File: config.mk
export PLATFORM = sky130hd
export DESIGN_NAME = sar_host_end_flat
export DESIGN_NICKNAME = d
export VERILOG_FILES = /design/src/sar_link_pkg.sv /design/src/sar_link_if.sv /design/src/result_fifo.sv /design/src/sar_host_end.sv /design/src/flat_wrapper.sv
export SDC_FILE = /design/constraint.sdc
export NUM_CORES = 1
export LEC_CHECK = 0
export BUFFER_PORTS_ARGS = -buffer_cell sky130_fd_sc_hd__buf_4
export CAP_MARGIN = 15
export CORE_AREA = 4 4 167 169
export DETAILED_ROUTE_END_ITERATION = 8
export DIE_AREA = 0 0 171 173
export MAX_ROUTING_LAYER = met4
export PLACE_DENSITY = 0.72
export SYNTH_ARGS = -nofsm -noshare
export SYNTH_HDL_FRONTEND = slang
export SYNTH_HIERARCHICAL = 1
export SYNTH_SLANG_ARGS = --single-unit
File: constraint.sdc
create_clock -name i_clock -period 8.6 [get_ports i_clock]
set_input_delay 0.43 -clock i_clock [delete_from_list [all_inputs] [get_ports i_clock]]
set_output_delay 0.43 -clock i_clock [all_outputs]
set_load 0.01 [all_outputs]
File: src/sar_link_pkg.sv
package sar_link_pkg;
  localparam int CLK_PERIOD_NS = 10;
  localparam int RESULT_BITS   = 16;
  localparam int HEADER_BITS   = 3;
  localparam logic [2:0] HEADER_WORD = 3'h2;
  localparam int SHIFT_BITS    = RESULT_BITS + HEADER_BITS;
  localparam int ECHO_PULSES   = 16;
  localparam int SELF_PULSES   = 18;

  // Link timing, nanoseconds
  localparam int CONVERSION_PERIOD_MAX_NS = 4000;
  localparam int START_PULSE_HIGH_MAX_NS  = 40;
  localparam int MSB_READY_TIME_NS        = 300;
  localparam int READOUT_DEADLINE_NS      = 100;

  // Derived cycle counts: longest times round down, least times round up
  localparam int CONVERSION_PERIOD_MAX_CYC = CONVERSION_PERIOD_MAX_NS / CLK_PERIOD_NS;
  localparam int START_PULSE_HIGH_MAX_CYC  = START_PULSE_HIGH_MAX_NS / CLK_PERIOD_NS;
  localparam int MSB_READY_CYC             = (MSB_READY_TIME_NS + CLK_PERIOD_NS - 1) / CLK_PERIOD_NS;
  localparam int READOUT_DEADLINE_CYC      = READOUT_DEADLINE_NS / CLK_PERIOD_NS;

  // Host clock divider: half period in system cycles (160 ns link clock)
  localparam int LINK_HALF_CYC = 8;
  localparam int SETTLE_CYC    = 2 * LINK_HALF_CYC;
  localparam int FIFO_DEPTH    = 8;
endpackage

File: src/sar_link_if.sv
`timescale 1ns/1ps
interface sar_link_if;
  logic conversion_start;
  logic host_clock;
  logic self_clocked_strap;
  logic serial_data;
  logic echoed_readout_clock;

  modport device (
    input  conversion_start,
    input  host_clock,
    input  self_clocked_strap,
    output serial_data,
    output echoed_readout_clock
  );

  modport host (
    output conversion_start,
    output host_clock,
    output self_clocked_strap,
    input  serial_data,
    input  echoed_readout_clock
  );
endinterface

File: src/result_fifo.sv
`timescale 1ns/1ps
module result_fifo #(
  parameter int WIDTH = 16,
  parameter int DEPTH = 8
) (
  input  wire logic             i_clock,
  input  wire logic             i_reset_n,
  input  wire logic [WIDTH-1:0] i_in_data,
  input  wire logic             i_in_valid,
  output logic                  o_in_ready,
  output logic [WIDTH-1:0]      o_out_data,
  output logic                  o_out_valid,
  input  wire logic             i_out_ready
);
  localparam int AW = $clog2(DEPTH);

  if (DEPTH < 2 || (DEPTH & (DEPTH - 1)) != 0) begin : g_bad_depth
    $error("result_fifo depth must be a power of two of at least 2");
  end

  logic [WIDTH-1:0] mem [DEPTH];
  logic [AW-1:0]    wr_ptr;
  logic [AW-1:0]    rd_ptr;
  logic [AW:0]      count;
  logic             push;
  logic             pop;

  assign o_in_ready  = (count != (AW+1)'(DEPTH));
  assign o_out_valid = (count != '0);
  assign o_out_data  = mem[rd_ptr];
  assign push        = i_in_valid && o_in_ready;
  assign pop         = o_out_valid && i_out_ready;

  always_ff @(posedge i_clock) begin
    if (push) begin
      mem[wr_ptr] <= i_in_data;
    end
  end

  always_ff @(posedge i_clock) begin
    if (!i_reset_n) begin
      wr_ptr <= '0;
      rd_ptr <= '0;
      count  <= '0;
    end else begin
      if (push) begin
        wr_ptr <= wr_ptr + 1'b1;
      end
      if (pop) begin
        rd_ptr <= rd_ptr + 1'b1;
      end
      if (push && !pop) begin
        count <= count + 1'b1;
      end else if (pop && !push) begin
        count <= count - 1'b1;
      end
    end
  end
endmodule

File: src/sar_host_end.sv
`timescale 1ns/1ps
module sar_host_end #(
  parameter int PERIOD_CYC = sar_link_pkg::CONVERSION_PERIOD_MAX_CYC,
  parameter int HALF_CYC   = sar_link_pkg::LINK_HALF_CYC,
  parameter int DEPTH      = sar_link_pkg::FIFO_DEPTH
) (
  input  wire logic                           i_clock,
  input  wire logic                           i_reset_n,
  sar_link_if.host                            link,
  input  wire logic                           i_enable,
  input  wire logic                           i_self_clocked,
  output logic [sar_link_pkg::RESULT_BITS-1:0] o_result,
  output logic                                o_result_valid,
  input  wire logic                           i_result_ready,
  output logic                                o_discarded
);
  import sar_link_pkg::*;

  localparam int BURST_CYC = 2 * SELF_PULSES * HALF_CYC;
  localparam int TW = 16;

  if (PERIOD_CYC > CONVERSION_PERIOD_MAX_CYC ||
      PERIOD_CYC < MSB_READY_CYC + BURST_CYC + SETTLE_CYC + 4 ||
      HALF_CYC < 3 || HALF_CYC > 16) begin : g_bad_timing
    $error("sar_host_end timing parameters cannot be served");
  end

  typedef enum logic [5:0] {
    H_IDLE  = 6'h01,
    H_START = 6'h02,
    H_WAIT  = 6'h04,
    H_BURST = 6'h08,
    H_TAIL  = 6'h10,
    H_DONE  = 6'h20
  } host_state_t;

  function automatic logic [4:0] phase_offset(input int p);
    phase_offset = 5'((p * 2 * HALF_CYC) / 3);
  endfunction
  function automatic logic header_ok(input logic [SELF_PULSES-1:0] s);
    header_ok = (s[SELF_PULSES-1 -: 2] == HEADER_WORD[1:0]);
  endfunction

  host_state_t state;
  logic [TW-1:0] since_start;
  logic [TW-1:0] step;
  logic [4:0]    div;
  logic [5:0]    toggles;
  logic [4:0]    phase_cnt;
  logic          phase_run;
  logic          self_mode, cnv, link_clk, word_bad;
  logic          echo_meta, echo_sync, echo_last;
  logic          data_meta, data_sync;
  logic          toggle_now, rise_now, echo_rise;
  logic [5:0]    last_toggle;
  logic [SELF_PULSES-1:0] cap [3];
  logic [1:0]    pick;
  logic          found;
  logic [RESULT_BITS-1:0] word;
  logic          push;
  logic [RESULT_BITS-1:0] fifo_data;
  logic          fifo_in_ready, fifo_valid, fifo_take;

  assign toggle_now  = (state == H_BURST) && (div == 5'(HALF_CYC - 1));
  assign rise_now    = toggle_now && !link_clk;
  assign echo_rise   = echo_sync && !echo_last;
  assign last_toggle = self_mode ? 6'(2 * SELF_PULSES - 1) : 6'(2 * ECHO_PULSES - 1);

  always_ff @(posedge i_clock) begin
    if (!i_reset_n) begin
      echo_meta <= 1'b0;
      echo_sync <= 1'b0;
      echo_last <= 1'b0;
      data_meta <= 1'b0;
      data_sync <= 1'b0;
    end else begin
      echo_meta <= link.echoed_readout_clock;
      echo_sync <= echo_meta;
      echo_last <= echo_sync;
      data_meta <= link.serial_data;
      data_sync <= data_meta;
    end
  end

  // Saturates at the maximum period; reset value marks the first word bad
  always_ff @(posedge i_clock) begin
    if (!i_reset_n) begin
      since_start <= TW'(CONVERSION_PERIOD_MAX_CYC);
    end else if (state == H_START && step == '0) begin
      since_start <= TW'(1);
    end else if (since_start != TW'(CONVERSION_PERIOD_MAX_CYC)) begin
      since_start <= since_start + 1'b1;
    end
  end

  always_ff @(posedge i_clock) begin
    if (!i_reset_n) begin
      state    <= H_IDLE;
      step     <= '0;
      cnv      <= 1'b0;
      word_bad <= 1'b0;
    end else begin
      unique case (state)
        H_IDLE: begin
          if (i_enable && fifo_in_ready && since_start >= TW'(PERIOD_CYC - 1)) begin
            state    <= H_START;
            step     <= '0;
            cnv      <= 1'b1;
            word_bad <= (since_start == TW'(CONVERSION_PERIOD_MAX_CYC));
          end
        end
        H_START: begin
          step <= step + 1'b1;
          if (step == TW'(START_PULSE_HIGH_MAX_CYC - 1)) begin
            cnv   <= 1'b0;
            state <= H_WAIT;
          end
        end
        H_WAIT: begin
          if (since_start >= TW'(MSB_READY_CYC)) begin
            state <= H_BURST;
          end
        end
        H_BURST: begin
          step <= '0;
          if (toggle_now && toggles == last_toggle) begin
            state <= H_TAIL;
          end
        end
        H_TAIL: begin
          step <= step + 1'b1;
          if (step == TW'(SETTLE_CYC - 1)) begin
            state <= H_DONE;
          end
        end
        H_DONE: begin
          state <= H_IDLE;
        end
      endcase
    end
  end

  // Mode only changes between conversions
  always_ff @(posedge i_clock) begin
    if (!i_reset_n) begin
      self_mode <= 1'b0;
    end else if (state == H_IDLE) begin
      self_mode <= i_self_clocked;
    end
  end

  // Clock divider: bursts of pulses, parked at the mode's idle level
  always_ff @(posedge i_clock) begin
    if (!i_reset_n) begin
      link_clk <= 1'b0;
      div      <= '0;
      toggles  <= '0;
    end else if (state != H_BURST) begin
      link_clk <= (state == H_IDLE) ? i_self_clocked : self_mode;
      div      <= '0;
      toggles  <= '0;
    end else if (toggle_now) begin
      link_clk <= !link_clk;
      div      <= '0;
      toggles  <= toggles + 1'b1;
    end else begin
      div <= div + 1'b1;
    end
  end

  always_ff @(posedge i_clock) begin
    if (!i_reset_n) begin
      phase_run <= 1'b0;
      phase_cnt <= '0;
    end else if (rise_now) begin
      phase_run <= 1'b1;
      phase_cnt <= '0;
    end else if (phase_run) begin
      if (phase_cnt == 5'(2 * HALF_CYC - 1)) begin
        phase_run <= 1'b0;
      end else begin
        phase_cnt <= phase_cnt + 1'b1;
      end
    end
  end

  for (genvar p = 0; p < 3; p++) begin : g_phase
    always_ff @(posedge i_clock) begin
      if (!i_reset_n || state == H_START) begin
        cap[p] <= '0;
      end else if (self_mode && phase_run && phase_cnt == phase_offset(p)) begin
        cap[p] <= {cap[p][SELF_PULSES-2:0], data_sync};
      end else if (p == 0 && !self_mode && echo_rise &&
                   (state == H_BURST || state == H_TAIL)) begin
        cap[p] <= {cap[p][SELF_PULSES-2:0], data_sync};
      end
    end
  end

  // Prefer the middle phase, then the late one, then the early one
  always_comb begin
    found = 1'b0;
    pick  = 2'd0;
    for (int i = 0; i < 3; i++) begin
      if (!found && header_ok(cap[(i + 1) % 3])) begin
        found = 1'b1;
        pick  = 2'((i + 1) % 3);
      end
    end
  end

  assign word = self_mode ? cap[pick][RESULT_BITS-1:0] : cap[0][RESULT_BITS-1:0];
  assign push = (state == H_DONE) && !word_bad && (found || !self_mode);
  result_fifo #(.WIDTH(RESULT_BITS), .DEPTH(DEPTH)) u_fifo (
    .i_clock     (i_clock),
    .i_reset_n   (i_reset_n),
    .i_in_data   (word),
    .i_in_valid  (push),
    .o_in_ready  (fifo_in_ready),
    .o_out_data  (fifo_data),
    .o_out_valid (fifo_valid),
    .i_out_ready (fifo_take)
  );
  assign fifo_take = !o_result_valid || i_result_ready;

  always_ff @(posedge i_clock) begin
    if (!i_reset_n) begin
      o_result_valid <= 1'b0;
      o_result       <= '0;
    end else if (fifo_take) begin
      o_result_valid <= fifo_valid;
      o_result       <= fifo_data;
    end
  end

  always_ff @(posedge i_clock) begin
    if (!i_reset_n) begin
      o_discarded <= 1'b0;
    end else begin
      o_discarded <= (state == H_DONE) && !push;
    end
  end

  assign link.conversion_start   = cnv;
  assign link.host_clock         = link_clk;
  assign link.self_clocked_strap = self_mode;
endmodule

File: src/flat_wrapper.sv
// flat-port wrapper written by rule: the top's interface ports become plain ports
module sar_host_end_flat import sar_link_pkg::*;
#(
  parameter int PERIOD_CYC = sar_link_pkg::CONVERSION_PERIOD_MAX_CYC,
  parameter int HALF_CYC   = sar_link_pkg::LINK_HALF_CYC,
  parameter int DEPTH      = sar_link_pkg::FIFO_DEPTH
)
  (i_clock, i_reset_n, i_enable, i_self_clocked, o_result, o_result_valid, i_result_ready, o_discarded, link_conversion_start, link_host_clock, link_self_clocked_strap, link_serial_data, link_echoed_readout_clock);
  sar_link_if link_i ();
  input  wire logic i_clock;
  input  wire logic i_reset_n;
  input  wire logic i_enable;
  input  wire logic i_self_clocked;
  output logic [sar_link_pkg::RESULT_BITS-1:0] o_result;
  output logic o_result_valid;
  input  wire logic i_result_ready;
  output logic o_discarded;
  output wire logic [$bits(link_i.conversion_start)-1:0] link_conversion_start;
  output wire logic [$bits(link_i.host_clock)-1:0] link_host_clock;
  output wire logic [$bits(link_i.self_clocked_strap)-1:0] link_self_clocked_strap;
  input wire logic [$bits(link_i.serial_data)-1:0] link_serial_data;
  input wire logic [$bits(link_i.echoed_readout_clock)-1:0] link_echoed_readout_clock;
  assign link_conversion_start = link_i.conversion_start;
  assign link_host_clock = link_i.host_clock;
  assign link_self_clocked_strap = link_i.self_clocked_strap;
  assign link_i.serial_data = link_serial_data;
  assign link_i.echoed_readout_clock = link_echoed_readout_clock;
  sar_host_end #(.PERIOD_CYC(PERIOD_CYC), .HALF_CYC(HALF_CYC), .DEPTH(DEPTH)) u_core (.i_clock(i_clock), .i_reset_n(i_reset_n), .link(link_i), .i_enable(i_enable), .i_self_clocked(i_self_clocked), .o_result(o_result), .o_result_valid(o_result_valid), .i_result_ready(i_result_ready), .o_discarded(o_discarded));
endmodule
==> flow_summary_export.csv, run 1 <==
group,metric,value,unit
placement,dp.cells,1221,
power,p_leak,4.55,nW
worst_setup_path,r2r_cells,13,
min_path,whs_path_depth,2,
worst_setup_path,path_max_fanout,18,
finish,num_antenna_cells,0,
synth,yosysTopAreaCellShare,46.7,%
floorplan,initial_utilization,44.0,%
global_route,grt_pass1_vias,6787,
worst_setup_path,cp-end-kind,"register",
power,finalPower,2.95,mW
synth,muxShareOfSynthArea,9.05,%
synth,synth_compound_area_share,6.34,%
synth,synth_area,11700,µm²
clock_tree,cts_root_buf,"clkbuf_16",
detailed_routing,initialDrtViolationCount,539,
clock_tree,cts_resized,0,
placement,post-place-ws,5.33,ns
floorplan,fp.dieW,171,µm
placement,gp_congestion,0.777,
global_route,grt-ovfl-total,0,
worst_setup_path,reg2reg_to,"u_core/u_fifo/count[3]",
synth,yosysTopAreaCell,"edfxtp_1",
min_path,holdCritStartpoint,"link_echoed_readout_clock",
power,worst_ir_drop_vdd,0.160,mV
worst_setup_path,regToRegSetupSlack,5.33,ns
status,status,"completed",
synth,yosysUniqueCellTypes,57,
floorplan,ioPinCount,28,
clock_tree,clock_latency,0.55,ns
sta,timing.final.crit_share,38.0,%
synth,ys_warn_count,6,
clock_tree,cts_setup_buffers,0,
job,max_cap_viol_count,0,
floorplan,placeableCoreArea,26600,µm²
synth,synth_xor_area_share,2.47,%
synth,yosys.area_share.simple,14.8,%
sta,drv_slew,0,
detailed_routing,drt_pre_antenna_iters,5,
synth,syn_inst,884,
detailed_routing,vias_per_cell,5.44,
worst_setup_path,worst_ep_required_time,9.08,ns
synth,ys_seq_area_share,63.0,%
global_route,grt_usage,14.9,%
synth,syn_avg_cell_area,13.2,µm²
sta,clock_skew,0.0116,ns
sta,grt_setup_unrepaired,"false",
synth,async_flop_share,0,%
global_route,grt_first_pass_wirelength,35.5,mm
sta,tightest_slew,1.01,ns
clock_tree,postCtsHoldBufs,0,
finish,filler_cell_count,2287,
detailed_routing,vias,6925,
clock_tree,clk_pin_slew_worst_paths,0.06,ns
worst_setup_path,cp.arrival,3.75,ns
min_path,min_path_type,"input port to register",
worst_setup_path,startpoint_type,"register",
finish,layout.cells.non_filler,1274,
global_route,grt_max_degree,59,
synth,synth-edff-count,182,
sta,setup_viol,0,
worst_setup_path,reg2reg_from,"u_core/cap[1][16]",
detailed_routing,postRouteAntennaNets,0,
synth,synth_fa_ha_area_share,1.99,%
sta,hold_viol,0,
detailed_routing,drt-total-wl,21.9,mm
worst_setup_path,path_class,"register to register",
finish,nNetsFinal,936,
synth,syn_nets,909,
finish,drive_gt1_share,12.2,%
placement,dp_hpwl,13.3,mm
floorplan,num_rows,60,
synth,synth_area_leaders,"edfxtp_1 (47%), dfxtp_1 (16%), mux4_1 (5.8%), and2_1 (3.7%), nor2_1 (2.2%)",
sta,post-route-min-period,3.27,ns
sta,slew_headroom,32.5,%
sta,finalSetupTns,0,ns
min_path,min_to,"u_core/echo_meta",
clock_tree,clock_sinks,277,
global_route,antenna_found_initial,0,
sta,holdWs,0.0917,ns
floorplan,dieArea,29600,µm²
clock_tree,clock_path_buffers,3,
clock_tree,cts_tree,"yes",
clock_tree,htree_levels,1,
finish,area_growth,12.9,%
sta,finalWorstSetupSlack,5.33,ns
synth,synth_seq_cells,277,
synth,synth_top_family_by_area,"simple AND/OR/NAND/NOR gates",
detailed_routing,drc_errors,0,
clock_tree,cts_made_buffers,29,
synth,synthFlopType,"edfxtp_1",
power,powerDensity,223,nW/µm²
detailed_routing,wl_per_cell,17.2,µm
floorplan,die_h,173,µm
placement,io_buffers,27,
sta,fmax,306,MHz
## worst max path at each step
stage | from | to | slack (ns) | depth (start not counted)
6_report | u_core/cap[1][16] | u_core/u_fifo/count[3] | 5.33 | 13
5_1_grt | u_core/cap[1][16] | u_core/u_fifo/count[3] | 4.89 | 13
4_1_cts | u_core/cap[1][16] | u_core/u_fifo/count[3] | 5.34 | 13
3_5_place_dp | u_core/cap[1][16] | u_core/u_fifo/count[3] | 5.33 | 13
3_3_place_gp | u_core/cap[1][16] | u_core/u_fifo/count[3] | 5.39 | 13
2_1_floorplan | u_core/cap[1][16] | u_core/u_fifo/mem[0][0] | 5.14 | 7
## layer usage
layer  GRT usage, %  up-vias  wire length (µm)  part of all wire, %
li1               -     3363                 -                    -
met1           20.7     3412             10200                   47
met2           23.6      114             10400                   47
met3           2.15       36               854                  3.9
met4           3.24        0               429                  2.0
met5              -        -                 0                    0
## through the flow
step	util [%]	instance area, µm²
2_1_floorplan	-	11700
3_3_place_gp	46.1	12200
3_5_place_dp	46.1	12200
4_1_cts	49.7	13200
5_1_grt	49.7	13200
6_report	49.7	13200
## sequential cells by signal, summed over array words and instances, names as in the netlist, 3 cells and up, named ones only
register	cells
u_core/u_fifo/count	4
u_core/toggles	6
u_core/step	16
u_core/cap	54
u_core/state	6
u_core/u_fifo/rd_ptr	3
u_core/o_result	16
u_core/phase_cnt	5
u_core/since_start	16
u_core/div	5
u_core/u_fifo/wr_ptr	3
u_core/u_fifo/mem	128
## cells in the mapped netlist, drive strengths merged, types with 2 or more instances
cell	count
edfxtp	182
nor4b	2
o31ai	11
nor3	13
nand3	28
a211oi	2
buf	15
o41ai	4
nor4bb	2
mux2	16
nand3b	4
nor4	11
nor3b	3
clkbuf	30
nand2b	8
o21ai	12
nor2b	8
nor2	70
or3	2
and3	7
o22ai	17
nand4	15
xnor2	14
or4b	4
xor2	19
nand2	62
mux4	32
dfxtp	95
ha	17
a31oi	4
a21oi	37
mux2i	6
or4	12
o21a	7
inv	16
a21boi	19
and2	69
## where the power goes
group	leakage [nW]	internal [mW]	switching, mW	total [mW]
clock network	0.463	0.752	0.508	1.26
registers	2.50	1.47	0.0292	1.50
logic	1.58	0.0581	0.126	0.184
## worst max-delay path, stage by stage, from the launching register on
cell	delay [ns]
edfxtp_1	0.37
nand2b_1	0.46
o21ai_1	0.25
nor2_1	0.08
nor3_1	0.54
nand2_4	0.17
inv_1	0.10
ha_1	0.16
inv_1	0.09
ha_1	0.33
a21oi_1	0.20
a211oi_1	0.10
a31oi_1	0.18
mux2i_1	0.18
## layout make-up
type / count / area [µm²] / area share, %
flip-flops and latches: 277 / 7370 / 55.8
inverters: 17 / 63.8 / 0.483
clock inverters: 14 / 185 / 1.40
well taps: 341 / 427 / 3.23
repair buffers: 41 / 308 / 2.33
clock buffers: 39 / 773 / 5.86
multi-input cells: 545 / 4080 / 30.9
## cell usage in the layout, fill, tap and decap left out, types with 4 or more instances in the layout
cell type  count
a21boi_0      18
a21oi_1       37
a31oi_1        4
and2_1        69
and3_1         7
buf_4         41
bufinv_16      4
clkbuf_1       9
clkbuf_16     29
clkinv_1       7
dfxtp_1       94
edfxtp_1     182
ha_1          17
inv_1         16
mux2_2        16
mux2i_1        6
mux4_1        26
mux4_2         6
nand2_1       61
nand2b_1       8
nand3_1       27
nand3b_1       4
nand4_1       15
nor2_1        69
nor2b_1        8
nor3_1         8
nor3_2         5
nor4_1        10
o21a_1         7
o21ai_0       10
o22ai_1       16
o31ai_1       11
o41ai_1        4
or4_1         10
or4b_1         4
xnor2_1       14
xor2_1        19
## logic make-up after synthesis
kind of cell / Yosys count
and+or+nand+nor: 324
DFF: 277
AOI/OAI and AO/OA: 116
buffers and inverters: 62
muxes: 54
xor gates and xnor gates: 33
adders and majority gates: 18
No activity file was read; power rests on OpenSTA's default activity.
==> run 2: changes to the inputs <==
clock period = 3.2 ns   (was 8.6 ns; I/O delays follow)
==> flow_summary_export.csv, run 2 (synthesis results as in run 1) <==
group,metric,value,unit
status,status,"completed",
detailed_routing,postRouteAntennaNets,0,
detailed_routing,drt_pre_antenna_iters,5,
power,p_leak,4.60,nW
clock_tree,cts_tree,"yes",
floorplan,ioPinCount,28,
sta,setup_viol,0,
finish,top_regs,"u_core/u_fifo/mem: 128 flops, u_core/cap: 54 flops",
finish,largest_reg_flops,128,
clock_tree,cts_setup_buffers,0,
placement,io_buffers,27,
global_route,grt_max_degree,58,
worst_setup_path,r2r_cells,10,
clock_tree,clock_latency,0.54,ns
finish,filler_cell_count,2279,
clock_tree,clock_sinks,277,
sta,tightest_slew,1.02,ns
finish,num_antenna_cells,0,
power,worst_ir_drop_vdd,0.403,mV
finish,area_growth,13.5,%
floorplan,num_rows,60,
clock_tree,htree_levels,1,
detailed_routing,vias,6988,
sta,clock_skew,0.00951,ns
detailed_routing,drt-total-wl,22.0,mm
clock_tree,cts_made_buffers,29,
detailed_routing,wl_per_cell,17.0,µm
finish,final_common_cell,"edfxtp_1",
worst_setup_path,critPathLaunch,"u_core/u_fifo/count[1]",
worst_setup_path,cp-end-kind,"register",
finish,largest-register,"u_core/u_fifo/mem",
detailed_routing,initialDrtViolationCount,538,
floorplan,dieArea,29600,µm²
worst_setup_path,reg2reg_from,"u_core/u_fifo/count[1]",
power,p_comb_share,7.0,%
detailed_routing,vias_per_cell,5.41,
sta,post-route-min-period,2.71,ns
worst_setup_path,regToRegSetupSlack,0.49,ns
worst_setup_path,cp.arrival,3.17,ns
worst_setup_path,crit_end,"u_core/u_fifo/count[3]",
sta,fmax,370,MHz
power,p_int,5.88,mW
placement,gp_congestion,0.799,
worst_setup_path,crit_path_cell_trace,"or4b_1, nand2_4, inv_1, ha_1, inv_1, ha_1, a21oi_1, a211oi_1, a31oi_1, mux2i_1",
power,p_switching,1.78,mW
detailed_routing,drc_errors,0,
clock_tree,clk_pin_slew_worst_paths,0.06,ns
global_route,grt-ovfl-total,0,
finish,multi_input_area,4090,µm²
clock_tree,cts_root_buf,"clkbuf_16",
clock_tree,clock_path_buffers,3,
worst_setup_path,worst_ep_required_time,3.67,ns
global_route,antenna_found_initial,0,
floorplan,placeableCoreArea,26600,µm²
global_route,grt_pass1_vias,6949,
finish,nNetsFinal,954,
min_path,holdCritStartpoint,"i_result_ready",
sta,hold_viol,0,
sta,slew_headroom,32.0,%
finish,seq_area,7370,µm²
floorplan,die_h,173,µm
power,p_seq_share,52.7,%
worst_setup_path,slowest_stage,"or4b_1",
worst_setup_path,path_class,"register to register",
global_route,grt_usage,15.5,%
floorplan,initial_utilization,44.0,%
finish,drive_gt1_share,14.3,%
sta,finalSetupTns,0,ns
worst_setup_path,slowest_delay,0.70,ns
job,max_cap_viol_count,0,
min_path,min_path_type,"input port to register",
sta,timing.final.crit_share,84.6,%
worst_setup_path,reg2reg_to,"u_core/u_fifo/count[3]",
power,finalPower,7.65,mW
power,switching_share,23.2,%
finish,final_cell_mix,"edfxtp_1 (182), dfxtp_1 (94), and2_1 (69), nor2_1 (69), nand2_1 (61)",
power,p_clk_share,40.4,%
floorplan,fp.dieW,171,µm
worst_setup_path,startpoint_type,"register",
worst_setup_path,path_max_fanout,7,
sta,grt_setup_unrepaired,"false",
sta,drv_slew,0,
placement,dp_hpwl,14.5,mm
global_route,grt_first_pass_wirelength,36.8,mm
power,powerDensity,576,nW/µm²
## run 2: layout make-up
class                           count  share of cell area (%)
Clock inverter                     21                    1.08
Clock buffer                       32                    5.55
Inverter                           17                   0.481
Sequential cell                   277                    55.5
Tap cell                          341                    3.21
Timing Repair Buffer               59                    3.39
Multi-Input combinational cell    545                    30.8
## run 2: worst min path at each step
stage | endpoint | depth (start not counted) | slack [ns]
after floorplan | u_core/data_meta | 1 | 0.29
after global placement | u_core/echo_meta | 2 | 0.38
after detailed placement | u_core/echo_meta | 2 | 0.37
after CTS | u_core/o_result[0] | 5 | 0.12
after global routing | u_core/o_result[10] | 5 | 0.15
final | u_core/o_result[11] | 5 | 0.13
## run 2: power groups by stage
stage / logic, mW / clock network [mW] / registers [mW]
after detailed placement: 0.524 / 0 / 4.10
after global placement: 0.509 / 0 / 4.10
after global routing: 0.594 / 3.35 / 4.04
after floorplan: 0.359 / 0 / 4.09
after CTS: 0.530 / 3.18 / 4.03
final: 0.532 / 3.09 / 4.03
## run 2: repair_timing
item | CTS | global route
hold buffers | 3 | 0
resized for setup | 0 | 0
endpoints found under the hold margin | 3 | 0
## run 2: metal layers
| layer | part of all wire, % | wire length, µm | GRT usage, % |
|---|---|---|---|
| met1 | 46 | 10200 | 21.6 |
| met2 | 48 | 10500 | 24.4 |
| met3 | 4.2 | 933 | 2.29 |
| met4 | 1.6 | 354 | 3.37 |
| met5 | 0 | 0 | - |
## run 2: through the flow
stage / setup WS (ns) / instances / utilization, % / instance area, µm² / hold WS, ns
after floorplan: 0.0789 / 884 / - / 11700 / 0.287
after global placement: 0.561 / 1236 / 46.5 / 12400 / 0.376
after detailed placement: 0.525 / 1236 / 46.5 / 12400 / 0.374
after CTS: 0.508 / 1292 / 50.0 / 13300 / 0.115
after global routing: 0.224 / 1292 / 50.0 / 13300 / 0.154
final: 0.494 / 1292 / 50.0 / 13300 / 0.126
## run 2: worst max-delay path: cells and delay by family, from the launching register on
kind                       cells  cell delay [ns]
DFF                            1             0.36
muxes                          1             0.20
and+or+nand+nor                2             0.91
buffers and inverters          2             0.19
AOI/OAI and AO/OA              3             0.49
adders and majority gates      2             0.50
